### src/rtl/hcp_pkg.sv
/*
 * hcp_pkg: constants, types and register layout of the high-speed clock
 * pin mode control block.
 * Assumes: included ahead of every hcp design file; nothing is imported.
 */
package hcp_pkg;

  // register bus geometry
  localparam int unsigned ADDR_W = 20;
  localparam int unsigned DATA_W = 32;
  localparam int unsigned CFG_W  = 8;

  // byte addresses
  localparam logic [19:0] PIN_MODE_ADDR = 20'hf_ffa0; // clock_pin_mode_control
  localparam logic [19:0] LOCK_STS_ADDR = 20'hf_ffa4; // write-once status

  // clock_pin_mode_control field positions and reset value
  localparam int unsigned     EXT_CLK_BIT   = 7;
  localparam int unsigned     OSC_SEL_BIT   = 6;
  localparam int unsigned     FREQ_RNG_BIT  = 0;
  localparam logic [7:0]      PIN_MODE_RST  = 8'h00;
  localparam logic [7:0]      PIN_MODE_MASK = 8'hc1; // bits 1..3 and 5 (and 4) read 0

  // only byte lane 0 makes an 8-bit access to the register
  localparam logic [3:0] BYTE0_STRB = 4'h1;

  // lock status field
  localparam int unsigned LOCK_BIT = 0;

  // AXI responses
  localparam logic [1:0] RESP_OKAY   = 2'h0;
  localparam logic [1:0] RESP_SLVERR = 2'h2;
  localparam logic [1:0] RESP_DECERR = 2'h3;

  // write-once state
  typedef enum logic [1:0] {
    CFG_OPEN   = 2'b01,
    CFG_LOCKED = 2'b10
  } hcp_lock_e;

  // decoded pin mode, one flag per pin function
  typedef struct packed {
    logic x1_osc_en;    // resonator across both pins
    logic x1_port_en;   // first pin as input port
    logic x2_port_en;   // second pin as input port
    logic x2_extclk_en; // second pin as external clock input
    logic freq_hi;      // crystal range above 10 MHz up to 20 MHz
  } hcp_pin_mode_s;

  localparam hcp_pin_mode_s PIN_MODE_DEC_RST = '{
    x1_osc_en: 1'b0, x1_port_en: 1'b1, x2_port_en: 1'b1,
    x2_extclk_en: 1'b0, freq_hi: 1'b0};

endpackage : hcp_pkg

### src/rtl/hcp_pin_decode.sv
/*
 * hcp_pin_decode: turns the stored pin mode byte into registered pin
 * function enables for the oscillator pad pair.
 * Assumes: cfg changes at most once per reset; one clock, synchronous reset.
 */
`timescale 1ns/1ps
module hcp_pin_decode (
  input  wire logic                   clk,
  input  wire logic                   rst_n,
  input  wire logic [7:0]             cfg,
  output hcp_pkg::hcp_pin_mode_s      pin_mode
);

  hcp_pkg::hcp_pin_mode_s pin_mode_ff;
  hcp_pkg::hcp_pin_mode_s nxt_pin_mode;
  logic                   ext_sel;
  logic                   osc_sel;

  assign ext_sel = cfg[hcp_pkg::EXT_CLK_BIT];
  assign osc_sel = cfg[hcp_pkg::OSC_SEL_BIT];

  // mode decode; ext select alone falls back to input ports
  always_comb begin
    nxt_pin_mode              = hcp_pkg::PIN_MODE_DEC_RST;
    nxt_pin_mode.x1_osc_en    = osc_sel & ~ext_sel;
    nxt_pin_mode.x1_port_en   = ~(osc_sel & ~ext_sel);
    nxt_pin_mode.x2_port_en   = ~osc_sel;
    nxt_pin_mode.x2_extclk_en = osc_sel & ext_sel;
    nxt_pin_mode.freq_hi      = cfg[hcp_pkg::FREQ_RNG_BIT];
  end

  // registered so pad enables never glitch on a decode change
  always_ff @(posedge clk) begin
    if (!rst_n) begin
      pin_mode_ff <= hcp_pkg::PIN_MODE_DEC_RST;
    end else begin
      pin_mode_ff <= nxt_pin_mode;
    end
  end

  assign pin_mode = pin_mode_ff;

endmodule : hcp_pin_decode

### src/rtl/hcp_clock_pin_ctrl.sv
/*
 * hcp_clock_pin_ctrl: write-once clock pin mode register behind an
 * AXI4-Lite slave, driving the high-speed oscillator pad pair enables.
 * Assumes: a single AXI4-Lite master on clk; the oscillator start gate
 * and CPU clock switch sit elsewhere and follow software order.
 */
// The implementer's own choice: register access over AXI4-Lite.
// Operation
// - pin mode register resets to zero; ext clock bit7, osc bit6, range bit0.
// - decode both 0 port, osc only resonator, ext only port, both ext clock.
// - range bit 0 means 1 to 10 MHz crystal, 1 means up to 20 MHz.
// - only one 8-bit write accepted after reset; software writes intended value.
// - crystal path supports up to 20 MHz; software selects no higher.
`timescale 1ns/1ps
module hcp_clock_pin_ctrl (
  input  wire logic                   clk,
  input  wire logic                   rst_n,
  // AXI4-Lite write address
  input  wire logic [19:0]            s_axi_awaddr,
  input  wire logic [2:0]             s_axi_awprot,
  input  wire logic                   s_axi_awvalid,
  output logic                        s_axi_awready,
  // AXI4-Lite write data
  input  wire logic [31:0]            s_axi_wdata,
  input  wire logic [3:0]             s_axi_wstrb,
  input  wire logic                   s_axi_wvalid,
  output logic                        s_axi_wready,
  // AXI4-Lite write response
  output logic [1:0]                  s_axi_bresp,
  output logic                        s_axi_bvalid,
  input  wire logic                   s_axi_bready,
  // AXI4-Lite read address
  input  wire logic [19:0]            s_axi_araddr,
  input  wire logic [2:0]             s_axi_arprot,
  input  wire logic                   s_axi_arvalid,
  output logic                        s_axi_arready,
  // AXI4-Lite read data
  output logic [31:0]                 s_axi_rdata,
  output logic [1:0]                  s_axi_rresp,
  output logic                        s_axi_rvalid,
  input  wire logic                   s_axi_rready,
  // pad pair control
  output hcp_pkg::hcp_pin_mode_s      pin_mode,
  output logic                        cfg_locked
);

  // bus channel holding state
  logic [19:0]        aw_addr_ff;
  logic               aw_held_ff;
  logic [7:0]         w_byte_ff;
  logic [3:0]         w_strb_ff;
  logic               w_held_ff;
  logic               bvalid_ff;
  logic [1:0]         bresp_ff;
  logic               rvalid_ff;
  logic [1:0]         rresp_ff;
  logic [31:0]        rdata_ff;
  logic [7:0]         pin_cfg_ff;
  hcp_pkg::hcp_lock_e lock_ff;
  logic               wr_go;
  logic               wr_hit_cfg;
  logic               wr_hit_sts;
  logic               wr_ok;
  logic               rd_go;
  logic [1:0]         nxt_bresp;
  logic [1:0]         nxt_rresp;
  logic [31:0]        nxt_rdata;

  // true when an address names one of our two words
  function automatic logic is_mapped(input logic [19:0] addr);
    is_mapped = (addr == hcp_pkg::PIN_MODE_ADDR) || (addr == hcp_pkg::LOCK_STS_ADDR);
  endfunction : is_mapped

  // address and data taken independently, stalled while a response waits
  assign s_axi_awready = ~aw_held_ff & ~bvalid_ff;
  assign s_axi_wready  = ~w_held_ff & ~bvalid_ff;
  assign wr_go         = aw_held_ff & w_held_ff & ~bvalid_ff;

  // write address holding register
  always_ff @(posedge clk) begin
    if (!rst_n) begin
      aw_held_ff <= 1'b0;
      aw_addr_ff <= 20'h0_0000;
    end else if (s_axi_awvalid && s_axi_awready) begin
      aw_held_ff <= 1'b1;
      aw_addr_ff <= s_axi_awaddr;
    end else if (wr_go) begin
      aw_held_ff <= 1'b0;
    end
  end

  // write data holding register; only the low byte is ever stored
  always_ff @(posedge clk) begin
    if (!rst_n) begin
      w_held_ff <= 1'b0;
      w_byte_ff <= 8'h00;
      w_strb_ff <= 4'h0;
    end else if (s_axi_wvalid && s_axi_wready) begin
      w_held_ff <= 1'b1;
      w_byte_ff <= s_axi_wdata[7:0];
      w_strb_ff <= s_axi_wstrb;
    end else if (wr_go) begin
      w_held_ff <= 1'b0;
    end
  end

  // a write lands only while open and only as a lone byte-0 access
  assign wr_hit_cfg = aw_addr_ff == hcp_pkg::PIN_MODE_ADDR;
  assign wr_hit_sts = aw_addr_ff == hcp_pkg::LOCK_STS_ADDR;
  assign wr_ok      = wr_go & wr_hit_cfg & (lock_ff == hcp_pkg::CFG_OPEN)
                    & (w_strb_ff == hcp_pkg::BYTE0_STRB);

  // response code: refused pin mode writes answer SLVERR, status is read-only
  always_comb begin
    if (!is_mapped(aw_addr_ff)) begin
      nxt_bresp = hcp_pkg::RESP_DECERR;
    end else if (wr_hit_sts || !wr_ok) begin
      nxt_bresp = hcp_pkg::RESP_SLVERR;
    end else begin
      nxt_bresp = hcp_pkg::RESP_OKAY;
    end
  end

  // write response channel
  always_ff @(posedge clk) begin
    if (!rst_n) begin
      bvalid_ff <= 1'b0;
      bresp_ff  <= hcp_pkg::RESP_OKAY;
    end else if (wr_go) begin
      bvalid_ff <= 1'b1;
      bresp_ff  <= nxt_bresp;
    end else if (s_axi_bready) begin
      bvalid_ff <= 1'b0;
    end
  end

  // pin mode byte; reserved bits are never stored so they read back zero
  always_ff @(posedge clk) begin
    if (!rst_n) begin
      pin_cfg_ff <= hcp_pkg::PIN_MODE_RST;
    end else if (wr_ok) begin
      pin_cfg_ff <= w_byte_ff & hcp_pkg::PIN_MODE_MASK;
    end
  end

  // write-once lock: any accepted write, even 00H, closes the register
  always_ff @(posedge clk) begin
    if (!rst_n) begin
      lock_ff <= hcp_pkg::CFG_OPEN;
    end else begin
      unique case (lock_ff)
        hcp_pkg::CFG_OPEN: begin
          if (wr_ok) begin
            lock_ff <= hcp_pkg::CFG_LOCKED;
          end
        end
        hcp_pkg::CFG_LOCKED: begin
          lock_ff <= hcp_pkg::CFG_LOCKED;
        end
        default: begin
          lock_ff <= hcp_pkg::CFG_LOCKED; // illegal code fails safe
        end
      endcase
    end
  end

  // read channel: one outstanding read, answered the cycle after arrival
  assign s_axi_arready = ~rvalid_ff;
  assign rd_go         = s_axi_arvalid & s_axi_arready;

  // read mux
  always_comb begin
    nxt_rdata = 32'h0000_0000;
    nxt_rresp = hcp_pkg::RESP_OKAY;
    if (s_axi_araddr == hcp_pkg::PIN_MODE_ADDR) begin
      nxt_rdata[7:0] = pin_cfg_ff;
    end else if (s_axi_araddr == hcp_pkg::LOCK_STS_ADDR) begin
      nxt_rdata[hcp_pkg::LOCK_BIT] = (lock_ff == hcp_pkg::CFG_LOCKED);
    end else begin
      nxt_rresp = hcp_pkg::RESP_DECERR;
    end
  end

  // read data register
  always_ff @(posedge clk) begin
    if (!rst_n) begin
      rvalid_ff <= 1'b0;
      rresp_ff  <= hcp_pkg::RESP_OKAY;
      rdata_ff  <= 32'h0000_0000;
    end else if (rd_go) begin
      rvalid_ff <= 1'b1;
      rresp_ff  <= nxt_rresp;
      rdata_ff  <= nxt_rdata;
    end else if (s_axi_rready) begin
      rvalid_ff <= 1'b0;
    end
  end

  // bus outputs straight from their flops
  assign s_axi_bvalid = bvalid_ff;
  assign s_axi_bresp  = bresp_ff;
  assign s_axi_rvalid = rvalid_ff;
  assign s_axi_rresp  = rresp_ff;
  assign s_axi_rdata  = rdata_ff;
  assign cfg_locked   = (lock_ff == hcp_pkg::CFG_LOCKED);

  // pad enable decode, one cycle behind the stored byte
  hcp_pin_decode u_decode (
    .clk      (clk),
    .rst_n    (rst_n),
    .cfg      (pin_cfg_ff),
    .pin_mode (pin_mode)
  );

endmodule : hcp_clock_pin_ctrl

### config.mk
export PLATFORM = sky130hd
export DESIGN_NAME = hcp_clock_pin_ctrl
export DESIGN_NICKNAME = d
export VERILOG_FILES = /design/src/rtl/hcp_pkg.sv /design/src/rtl/hcp_pin_decode.sv /design/src/rtl/hcp_clock_pin_ctrl.sv
export SDC_FILE = /design/constraint.sdc
export NUM_CORES = 1
export LEC_CHECK = 0
export ABC_AREA = 1
export BUFFER_PORTS_ARGS = -buffer_cell sky130_fd_sc_hd__clkbuf_2
export CORE_MARGIN = 3
export CORE_UTILIZATION = 25
export CTS_CLUSTER_DIAMETER = 60
export DETAILED_ROUTE_END_ITERATION = 10
export HOLD_SLACK_MARGIN = 0.02
export REMOVE_ABC_BUFFERS = 1
export SYNTH_ARGS = -nofsm -noshare
export SYNTH_HDL_FRONTEND = slang
export SYNTH_SLANG_ARGS = --single-unit
### constraint.sdc
create_clock -name clk -period 2 [get_ports clk]
set_input_delay 0.2 -clock clk [delete_from_list [all_inputs] [get_ports clk]]
set_output_delay 0.2 -clock clk [all_outputs]
set_load 0.03 [all_outputs]
; Word-level counts from Yosys, hierarchy flattened
; Cells that the tools add are included.
[totals]
in_bits = 89
regBits = 58
wordCells = 67
output_inout_bits = 47
[classes]
n_mux = 16
n_eq_ne = 8
n_reduce_logical = 9
bitwise = 17
[op_table]
columns = cell, n
row1 = $eq 20x20->1 const B, 4
row2 = $mux 2, 6
row3 = $and 1x1->1, 10
row4 = $mux 1, 9
row5 = $reduce_bool 2->1, 4
row6 = $mux 7, 1
row7 = $not 1->1, 7
row8 = $eq 4x1->1 const B, 1
row9 = $eq 2x1->1 const B, 1
row10 = $eq 2x2->1 const B, 1
row11 = $logic_and 1x1->1, 2
row12 = $logic_or 1x1->1, 2
row13 = $ne 2x2->1 const B, 1
row14 = $logic_not 1->1, 1

; Depth between registers and ports, before layout
; Gate-level depths: netlist of the first run.
[depth]
ltp_word = 9
depth_mapped = 9
mapped_depth_nobuf = 9

; By module
; From an unflattened synthesis of the first run, not the netlist that was laid out.
[unflattened]
cells_unflattened = 299
hier_area_um2 = 2159.6
[by_module_without_submodules]
columns = module, area_each_um2, cells_each, n_inst, seq_area_each_um2
row1 = hcp_clock_pin_ctrl, 2029.4, 287, 1, 840.8
row2 = hcp_pin_decode, 130.1, 12, 1, 100.1

; Worst setup path after synthesis of the first run
; Ideal clock, no wire load.
[synth_timing]
path_kind = reg2reg
from = reg bvalid_ff (netlist: s_axi_bvalid)
to = reg aw_addr_ff[0]
arrival_ns = 1.468
path_stages_with_launch = 6
t_required_ns = 1.884
setup_ns = 0.116
path_buffers = 1
period_less_slack_ns = 1.584
setup_slack_ns = 0.416
path_cell_list = dfxtp_1 > nor2_1 > nand2_1 > clkbuf_2 > o21ai_0 > nor2_1
[synth_via]
elab_chain_len = 3
[synth_lines]
columns = element, line_no
row1 = from (decl), hcp_clock_pin_ctrl.sv:53  ; logic bvalid_ff;
row2 = from (signal assigned), hcp_clock_pin_ctrl.sv:127  ; bvalid_ff <= 1'b0;
row3 = from (signal assigned), hcp_clock_pin_ctrl.sv:130  ; bvalid_ff <= 1'b1;
row4 = from (signal assigned), hcp_clock_pin_ctrl.sv:133  ; bvalid_ff <= 1'b0;
row5 = $not 1->1, hcp_clock_pin_ctrl.sv:75  ; assign s_axi_awready = ~aw_held_ff & ~bvalid_ff;
row6 = $and 1x1->1, hcp_clock_pin_ctrl.sv:75
row7 = net s_axi_awready, hcp_clock_pin_ctrl.sv:22  ; output logic s_axi_awready,
row8 = $logic_and 1x1->1, hcp_clock_pin_ctrl.sv:84  ; end else if (s_axi_awvalid && s_axi_awready) begin
row9 = to (signal assigned), hcp_clock_pin_ctrl.sv:86  ; aw_addr_ff <= s_axi_awaddr;
row10 = to (decl), hcp_clock_pin_ctrl.sv:48  ; logic [19:0] aw_addr_ff;
; The timed path passes the listed nets, and every way through them passes these cells.
; A chain may end at the register's enable or synchronous reset.

; Worst setup path after layout of the first run
[layout_timing]
from = reg bvalid_ff (netlist: s_axi_bvalid)
to = reg aw_addr_ff[8]
[layout_via]
elab_chain_len = 3
[layout_lines]
columns = element, line_no
row1 = $not 1->1, hcp_clock_pin_ctrl.sv:75
row2 = $and 1x1->1, hcp_clock_pin_ctrl.sv:75
row3 = $logic_and 1x1->1, hcp_clock_pin_ctrl.sv:84
; Every way passes these cells.

==> results of run 1 <==
==> power groups by stage <==
stage                     logic [W]  clock network (W)  registers [W]
after floorplan            0.000240                  0        0.00108
after global placement     0.000377                  0        0.00106
after detailed placement   0.000382                  0        0.00106
after CTS                  0.000383           0.000586        0.00104
after global routing       0.000432           0.000620        0.00105
final                      0.000379           0.000556        0.00104
==> final cells by class <==
cell class	count	area share [%]
timing repair buffer	73	14.0
clock buffer	6	2.75
sequential	47	35.7
inverter	30	4.27
tap	105	4.98
multi-input combinational	226	37.8
clock inverter	2	0.474
==> critical path: stages, from the launching register on <==
cell	delay (ps)
dfxtp_1	360
nor2_1	200
nand2_1	90
inv_1	440
nor2_1	90
nor2_1	110
==> per-stage QoR <==
| step | setup WS [ps] | hold WS, ps | instances |
|---|---|---|---|
| final | 645 | 147 | 489 |
| after global placement | 683 | 439 | 481 |
| after detailed placement | 651 | 443 | 481 |
| after global routing | 400 | 149 | 489 |
| after floorplan | 32.2 | 298 | 303 |
| after CTS | 630 | 133 | 489 |
==> kinds of logic (layout without fill, tap and decap cells) <==
logic type      after synthesis  after routing  synth area share [%]
other cells                   1             29                 0.169
flops                        47             47                  42.5
simple gates                157            157                  30.7
compound gates               40             40                  9.44
buf+inv                      68            111                  17.2
==> flip-flops by register name, summed over array words and instances, names as in the netlist <==
signal	cells
s_axi_rvalid	1
s_axi_bresp	2
w_byte_ff	3
aw_held_ff	1
s_axi_bvalid	1
s_axi_rdata	3
s_axi_rresp	1
u_decode.pin_mode	5
aw_addr_ff	20
pin_cfg_ff	3
w_held_ff	1
lock_ff	2
w_strb_ff	4
==> per-layer routing <==
layer	GRT usage, %	vias to the layer above
met5	0	-
met4	2.80	0
met3	2.92	6
met2	16.7	84
met1	11.5	808
li1	-	1043
==> final timing paths <==
| kind | startpoint | to | slack, ps | depth (start not counted) |
|---|---|---|---|---|
| max | s_axi_bvalid$_SDFFE_PN0P_ | aw_addr_ff[8]$_SDFFE_PN0P_ | 640 | 5 |
| min reg2reg | pin_cfg_ff[0]$_SDFFE_PN0P_ | u_decode.pin_mode[0]$_SDFF_PN0_ | 460 | 2 |
| max reg2reg | s_axi_bvalid$_SDFFE_PN0P_ | aw_addr_ff[8]$_SDFFE_PN0P_ | 640 | 5 |
| min | s_axi_wdata[0] | w_byte_ff[0]$_SDFFE_PN0P_ | 150 | 3 |
==> synthesized netlist by cell type, types with 2 or more instances <==
cell type	instances
inv_1	28
nor2_4	5
nand2_1	44
dfxtp_1	47
buf_2	2
nor2_1	87
clkbuf_2	2
o21ai_0	29
nor2_2	2
nand3_1	12
clkbuf_1	2
a21oi_1	8
buf_4	32
nand4_1	2
nand2_2	2
inv_2	2
==> metrics.md, run 1 <==
| Metric | Value |
|---|---|
| Layout cell share with drive strength beyond 1 | approximately 24% |
| Initial Util | 26.3% |
| GP Congestion | 0.746 |
| Post-route DRC | 0 |
| Combinational share of power | 19.2% |
| WP data required | 2230 ps |
| Clock network fraction of total power | 28.1% |
| Setup bufs post-CTS | 0 |
| Async SR Flop Fraction | 0% |
| Status | complete, no violations |
| Top layer in use | met4 |
| Most used DFF post-synth | dfxtp_1 |
| Setup CP Type | flip-flop to flip-flop |
| Yosys warns | 0 |
| Hold_buf cts | 0 |
| Total Power | 0.00198 W |
| Layout area overhead | 19.2% |
| Footprint of the multi-input gates | 998 um2 |
| H-tree depth | 2 |
| Via Count | between 1.5k and 2k |
| Mapped cell area | ~0.0022 mm2 |
| Netlist cell types | 23 |
| Initial antenna violation count | 0 |
| Maximum vdd drop | 0.302 mV |
| Setup_tns | 0 ps |
| IO Pins | 136 |
| Design area | between 0.002 and 0.003 mm2 |
| Fin. Hold Viols | 0 |
| TritonCTS Sinks | 47 |
| Synth area leaders | dfxtp_1 42%, nor2_1 15%, buf_4 11%, nand2_1 7.5%, o21ai_0 6.6% |
| Fin nets | 472 |
| Port Buffers | 71 |
| Hold Path Class | primary input to flip-flop |
| Maximum capacitance violations | 0 |
| Sequential cell fraction of total power | 52.7% |
| Standard-cell rows | 33 |
| Int Power | between 0.001 and 0.0015 W |
| Most common cell after layout, fill and taps aside | nor2_1 |
| Synthesized flop and latch total | 47 |
| Global-route wire length before repair | approximately 8000 um |
| Worst skew pair latency | 300 ps |
| Antenna-violating nets left | 0 |
| Register area share after synthesis | 42.5% |
| Wire length on met2 | around 2100 um |
| Die area | ~0.010 mm2 |
| Worst-path clk slew | 90 ps |
| Startpoint types | flip-flop |
| Routed wire length | 4760 um |
| Ant. Diodes | 0 |
| Leak | around 1.3 nW |
| Core Util, Final | 31.3% |
| Metal1 wirelength | 2090 um |
| Post-Synthesis Cells | ~310 |
| Commonest cells after routing, fill and taps aside | 87 x nor2_1, 71 x clkbuf_2, 47 x dfxtp_1 |
| Die height | 100 um |
| Vias in the first global route | 1759 |
| Post-synth EDFFs | 0 |
| All-Layer GR Usage | around 9.7% |
| DR iter-0 viols | 26 |
| DP HPWL | 3770 um |
| # setup viols final | 0 |
| Crit path max fanout | 20 |
| FF+latch area | 941 um2 |
| CTS Buf Count | 5 |
| RSZ-0062 raised after global routing | no |
| NetSw | about 0.00061 W |
| Grt ovf | 0 |
| DRT Pass-1 Iters | 4 |
| Clock tree from TritonCTS | done |
| Wire length per cell | 9.73 um |
| Final Max Tran Viols | 0 |
| Area share of the largest cell type after synthesis | 42.5% |
| Clk buf depth | 2 |
| Layout filler cell count | 954 |
| Worst Tran Pin Value | 579 ps |
| Post-CTS sizing | 0 |
| Dpl cell area | about 0.0026 mm2 |
| Sw Share | 30.9% |
| Worst EP arrival | 1590 ps |
| Yosys top cell by area | dfxtp_1 |
| Die Wd | 100 um |
| Largest net degree at the start of global routing | 25 |
| Met3 wire len | 483 um |
| Root Buffer | clkbuf_8 |
| Pwr/cell area | 749 mW/mm2 |
| Clock skew | 9.98 ps |
| DR vias/cell | 3.97 |
| Max Clk Rate | 738 MHz |
| Crit. End Element | flip-flop |
| Fin crit period | 1360 ps |
| Final period util | 67.8% |
| Relative slew slack | approximately three fifths |
| CORE AREA | 0.00842 mm2 |
| Mean post-synth cell area | 7.08 um2 |
Power figures use the tool's default switching activity.
==> run 2: changes to the inputs <==
==> constraint.sdc (replaced) <==
create_clock -name clk -period 1.3 [get_ports clk]
set_input_delay 0.13 -clock clk [delete_from_list [all_inputs] [get_ports clk]]
set_output_delay 0.13 -clock clk [all_outputs]
set_load 0.03 [all_outputs]
==> run 2 against run 1 <==
  * First-iteration DRC count increased by 42%
  * Final cell count increased by 0.82%
  * Design area increased by 2.1%
  * Clock skew decreased by 1.3 ps
  * Global-route usage decreased by 0.25 points
  * Core utilization increased by 0.65 points
  * Combinational power increased by 61%
  * Critical endpoint is now s_axi_wready
  * Largest power group unchanged
==> metrics.md, run 2 (synthesis gave the netlist of run 1 again) <==
| Metric | Value |
|---|---|
| Status | complete, no violations |
| TritonCTS Sinks | 47 (unchanged) |
| Layout cell share with drive strength beyond 1 | 26.8% (+2.3 points) |
| Layout area overhead | 21.6% |
| Largest net degree at the start of global routing | 22 (-12%) |
| H-tree depth | 2 (unchanged) |
| Clock skew | 8.67 ps (-1.32 ps) |
| Footprint of the multi-input gates | 0.00101 mm2 (+1.3%) |
| Crit path max fanout | 5 (-75%) |
| Crit path largest cell delay | 360 ps (-80 ps) |
| RR Startpoint | aw_addr_ff[18]$_SDFFE_PN0P_ |
| Fin crit period | 1250 ps |
| Final period util | between 90 and 100% |
| Leak | 1.35 nW (+2.0%) |
| Pwr/cell area | 1130 mW/mm2 (+50%) |
| Maximum capacitance violations | 0 (unchanged) |
| Port Buffers | 71 (unchanged) |
| Commonest cells after routing, fill and taps aside | 85 x nor2_1, 70 x clkbuf_2, 44 x dfxtp_1 |
| Die area | 0.0100 mm2 (unchanged) |
| Antenna-violating nets left | 0 (unchanged) |
| Post-route DRC | 0 (unchanged) |
| Layout filler cell count | 912 (-4.4%) |
| Initial antenna violation count | 0 (unchanged) |
| Maximum vdd drop | 0.545 mV (+80%) |
| Die Wd | 100 um (unchanged) |
| Ant. Diodes | 0 (unchanged) |
| Via Count | 1975 (+1.8%) |
| Root Buffer | clkbuf_8 |
| Metal1 wirelength | 2010 um (-3.9%) |
| Global-route wire length before repair | 7620 um (-2.1%) |
| Setup_tns | 0 ps (unchanged) |
| # setup viols final | 0 (unchanged) |
| Wire length on met2 | 2170 um (+1.4%) |
| CORE AREA | 0.00842 mm2 (unchanged) |
| Max FFs per register | 20 (unchanged) |
| Hold Path Class | primary input to flip-flop |
| Fin. Hold Viols | 0 (unchanged) |
| Wire length per cell | 9.47 um (-2.6%) |
| Standard-cell rows | 33 (unchanged) |
| Initial Util | 26.3% (unchanged) |
| Critical path launch point | s_axi_bvalid$_SDFFE_PN0P_ |
| Die height | 100 um (unchanged) |
| CP delay by family, top | flip-flops |
| Worst R2R Setup Slack | 120 ps (-520 ps) |
| Largest register by flop count | aw_addr_ff |
| Crit path cell chain | nor2_1 > buf_2 |
| Pre-CTS WS | 93.0 ps (-558 ps) |
| Max Clk Rate | ~800 MHz |
| Clk buf depth | 2 (unchanged) |
| Critical R2R Capture | lock_ff[0]$_SDFFE_PN1P_ |
| Crit. End Element | output port |
| DR vias/cell | 4.01 (+0.93%) |
| DRT Pass-1 Iters | 4 (unchanged) |
| Worst skew pair latency | 290 ps (about the same) |
| Setup CP Type | flip-flop to output port |
| Final WS setup | 54.4 ps (-590 ps) |
| Worst-path clk slew | 80 ps (about the same) |
| IO Pins | 136 (unchanged) |
| Worst EP arrival | 1120 ps (-470 ps) |
| RSZ-0062 raised after global routing | no |
| WP data required | 1170 ps (-1060 ps) |
| Setup bufs post-CTS | 0 (unchanged) |
| Routed wire length | 4670 um (-1.8%) |
| Final Max Tran Viols | 0 (unchanged) |
| CTS Buf Count | 5 (unchanged) |
| CP bufs+invs | 1 (unchanged) |
| Clock tree from TritonCTS | done |
| All-Layer GR Usage | 9.41% (-0.25 points) |
| FF+latch area | 945 um2 (+0.40%) |
| DP HPWL | 3870 um (+2.6%) |
| Most common cell after layout, fill and taps aside | nor2_1 |
| Critical path endpoint | s_axi_wready |
| DR iter-0 viols | 37 (+42%) |
| Grt ovf | 0 (unchanged) |
| Vias in the first global route | 1859 (+5.7%) |
| Worst reg-to-reg path cell count | 7 (+2) |
| Cell count along the critical path | 2 (-3) |
| CP max stage cell | dfxtp_1 |
| Fin nets | 476 (+0.85%) |
| GP Congestion | 0.755 (+1.2%) |
| Met3 wire len | 475 um (-1.7%) |
| Startpoint types | flip-flop |
| Top layer in use | met4 |
-- run 2: cell types whose count changed in the layout (fill, tap and decap cells not counted), sizes merged --
cell | before | now
buf | 2 | 7
clkinvlp | 1 | 0
-- run 2: report_power, final --
group,switching (W),internal (W)
combinational,0.000408,0.000202
sequential,0.0000586,0.00155
clock,0.000442,0.000378
total,0.000908,0.00213
-- run 2: per-layer routing --
layer | vias up | GRT usage [%]
met4 | 0 | 2.49
met5 | - | 0
met3 | 2 | 3.27
met2 | 82 | 16.9
li1 | 1060 | -
met1 | 831 | 10.6
-- run 2: what timing repair did --
| action | 4_1_cts | 5_1_grt |
|---|---|---|
| hold endpoints to repair | 0 | 0 |
| hold buffers | 0 | 0 |
| endpoints found under the setup margin | 0 | 12 |
| resized for setup | 0 | 8 |
-- run 2: layout make-up --
type,count,share of cell area (%)
clock inverter,1,0.186
timing repair buffer,77,15.3
inverter,30,4.18
multi-input combinational,226,37.5
tap,105,4.88
sequential,47,35.1
clock buffer,7,2.83
-- run 2: worst min-delay path by stage --
stage / from / to / cells past startpoint / slack [ps]
floorplan: rst_n / u_decode.pin_mode[0]$_SDFF_PN0_ / 2 / 230
global placement: s_axi_awaddr[15] / aw_addr_ff[15]$_SDFFE_PN0P_ / 3 / 380
detailed placement: s_axi_awaddr[15] / aw_addr_ff[15]$_SDFFE_PN0P_ / 3 / 380
CTS: s_axi_awaddr[6] / aw_addr_ff[6]$_SDFFE_PN0P_ / 3 / 70
global route: s_axi_awaddr[16] / aw_addr_ff[16]$_SDFFE_PN0P_ / 3 / 80
finish: s_axi_awaddr[19] / aw_addr_ff[19]$_SDFFE_PN0P_ / 3 / 80
-- run 2: worst reg2reg max path, cell delays in order (launching register included) --
cell	delay (ps)
dfxtp_1	340
nand2_1	90
nor2_4	110
nand3_2	90
nor2_4	110
nand3_4	120
a21oi_2	170
inv_1	50
-- run 2: metrics by stage --
stage	cell area (um2)	util [%]	hold slack [ps]	power, W	cells
floorplan	2050	-	228	0.00203	303
global placement	2600	30.8	376	0.00224	485
detailed placement	2600	30.8	384	0.00225	485
CTS	2680	31.8	69.4	0.00308	493
global route	2690	32.0	83.6	0.00323	493
finish	2690	32.0	78.7	0.00304	493
==> run 3: changes to the inputs <==
--- a/config.mk
+++ b/config.mk
@@ -12,6 +12,7 @@
 export CTS_CLUSTER_DIAMETER = 60
 export DETAILED_ROUTE_END_ITERATION = 10
 export HOLD_SLACK_MARGIN = 0.02
+export RECOVER_POWER = 25
 export REMOVE_ABC_BUFFERS = 1
 export SYNTH_ARGS = -nofsm -noshare
 export SYNTH_HDL_FRONTEND = slang
==> run 3 against run 2 <==
  * Global-route usage unchanged
  * Die area did not move
  * Clock-buffer cell count stayed put
  * Clock power hardly changed
  * Register-to-register slack is essentially flat
  * Non-clock buffer count stayed put
  * Sequential power is essentially flat
  * Final cell count is the same
==> metrics.md, run 3 (synthesis gave the netlist of run 1 again) <==
| Metric | Value |
|---|---|
| Status | complete, no violations |
| Vias in the first global route | 1859 (unchanged) |
| Via Count | 1971 (-0.20%) |
| DR iter-0 viols | 37 (unchanged) |
| DRT Pass-1 Iters | 4 (unchanged) |
| Pwr/cell area | 1130 mW/mm2 (+0.38%) |
| Ant. Diodes | 0 (unchanged) |
| CTS Buf Count | 5 (unchanged) |
| Fin nets | 476 (unchanged) |
| Post-route DRC | 0 (unchanged) |
| WP data required | 1170 ps (about the same) |
| Hold Path Class | primary input to flip-flop |
| Fin crit period | 1250 ps (-0.0864 ps) |
| H-tree depth | 2 (unchanged) |
| Antenna-violating nets left | 0 (unchanged) |
| Port Buffers | 71 (unchanged) |
| Initial Util | 26.3% (unchanged) |
| Startpoint types | flip-flop |
| CORE AREA | 0.00842 mm2 (unchanged) |
| Fin Hold WS | 78.7 ps (+0.0864 ps) |
| Setup bufs post-CTS | 0 (unchanged) |
| RSZ-0062 raised after global routing | no |
| Fin. Hold Viols | 0 (unchanged) |
| Max Clk Rate | 803 MHz (about the same) |
| DR vias/cell | 4.00 (-0.20%) |
| Maximum vdd drop | 0.545 mV (about the same) |
| Global-route wire length before repair | 7620 um (unchanged) |
| Largest net degree at the start of global routing | 22 (unchanged) |
| TritonCTS Sinks | 47 (unchanged) |
| # setup viols final | 0 (unchanged) |
| Die area | 0.0100 mm2 (unchanged) |
| GP Congestion | 0.755 (unchanged) |
| Hold_buf cts | 0 (unchanged) |
| Layout area overhead | 21.0% |
| Worst EP arrival | 1120 ps (about the same) |
| Initial antenna violation count | 0 (unchanged) |
| Cell count along the critical path | 2 (unchanged) |
| Worst skew pair latency | 290 ps (about the same) |
| Post-CTS sizing | 0 (unchanged) |
| IO Pins | 136 (unchanged) |
| CP delay by family, top | flip-flops |
| Clock tree from TritonCTS | done |
| Maximum capacitance violations | 0 (unchanged) |
| Worst-path clk slew | 80 ps (about the same) |
| Crit. End Element | output port |
| Largest register by flop count | aw_addr_ff |
| Crit path largest cell delay | 360 ps (about the same) |
| Most common cell after layout, fill and taps aside | nor2_1 |
| Final period util | 95.8% (about the same) |
| Die Wd | 100 um (unchanged) |
| Critical path launch point | s_axi_bvalid$_SDFFE_PN0P_ |
| Max FFs per register | 20 (unchanged) |
| Setup CP Type | flip-flop to output port |
| Critical path endpoint | s_axi_wready |
| Leak | 1.32 nW (-2.2%) |
| Core Util, Final | 31.8% (-0.16 points) |
| Design area | 0.00268 mm2 (-0.51%) |
| RR Startpoint | aw_addr_ff[18]$_SDFFE_PN0P_ |
| Standard-cell rows | 33 (unchanged) |
| Die height | 100 um (unchanged) |
| Commonest cells after routing, fill and taps aside | 85 x nor2_1, 61 x clkbuf_2, 44 x nand2_1, 44 x dfxtp_1 |
| Critical R2R Capture | lock_ff[0]$_SDFFE_PN1P_ |
| Dpl cell area | 0.00260 mm2 (unchanged) |
| Final Max Tran Viols | 0 (unchanged) |
| Total Power | 0.00303 W (-0.13%) |
| Clk buf depth | 2 (unchanged) |
| Crit path max fanout | 5 (unchanged) |
| DP HPWL | 3870 um (unchanged) |
| Worst reg-to-reg path cell count | 7 (unchanged) |
| Layout cell share with drive strength beyond 1 | 24.2% (-2.6 points) |
| All-Layer GR Usage | 9.41% (unchanged) |
| CP max stage cell | dfxtp_1 |
| Routed wire length | 4670 um (about the same) |
| Root Buffer | clkbuf_8 |
| Crit path cell chain | nor2_1 > buf_2 |
| Clock skew | 8.65 ps (-0.0176 ps) |
| CP bufs+invs | 1 (unchanged) |
| Grt ovf | 0 (unchanged) |
| Worst R2R Setup Slack | 120 ps (about the same) |
| Wire length per cell | 9.47 um (about the same) |
run 3: worst register-to-register path, cell delays in order (launching register included):
cell,delay [ps]
dfxtp_1,340
nand2_1,90
nor2_4,110
nand3_2,90
nor2_4,110
nand3_4,130
a21oi_2,170
inv_1,50
run 3: worst min path at each step:
stage                           from                               to  cells past startpoint
floorplan                      rst_n  u_decode.pin_mode[0]$_SDFF_PN0_                      2
global placement    s_axi_awaddr[15]      aw_addr_ff[15]$_SDFFE_PN0P_                      3
detailed placement  s_axi_awaddr[15]      aw_addr_ff[15]$_SDFFE_PN0P_                      3
CTS                  s_axi_awaddr[6]       aw_addr_ff[6]$_SDFFE_PN0P_                      3
global route        s_axi_awaddr[16]      aw_addr_ff[16]$_SDFFE_PN0P_                      3
finish              s_axi_awaddr[19]      aw_addr_ff[19]$_SDFFE_PN0P_                      3
run 3: report_power, final:
part	internal, W	leakage (nW)	total [W]	switching, W
Combinational	0.000199	0.888	0.000606	0.000407
Sequential	0.00155	0.388	0.00161	0.0000581
Clock	0.000378	0.0422	0.000819	0.000441
run 3: stage by stage:
| step | TNS, ps | setup WS (ps) | std cells |
|---|---|---|---|
| 2_1_floorplan | -15710 | -668 | 303 |
| 3_3_place_gp | 0 | 94.3 | 485 |
| 3_5_place_dp | 0 | 93.0 | 485 |
| 4_1_cts | 0 | 60.6 | 493 |
| 5_1_grt | 0 | 3.06 | 493 |
| 6_report | 0 | 54.5 | 493 |
run 3: final cells by class:
cell class                      instances  area [um2]
Clock buffer                            7        76.3
Clock inverter                          1        5.00
Fill cell                             919        5740
Inverter                               30         113
Multi-Input combinational cell        226        1010
Sequential cell                        47         945
Tap cell                              105         131
Timing Repair Buffer                   77         402
run 3: metal layers:
layer	track usage [%]	share of wire, %
met4	2.49	0.41
met5	0	0
met3	3.27	10
met1	10.6	43
met2	16.9	46
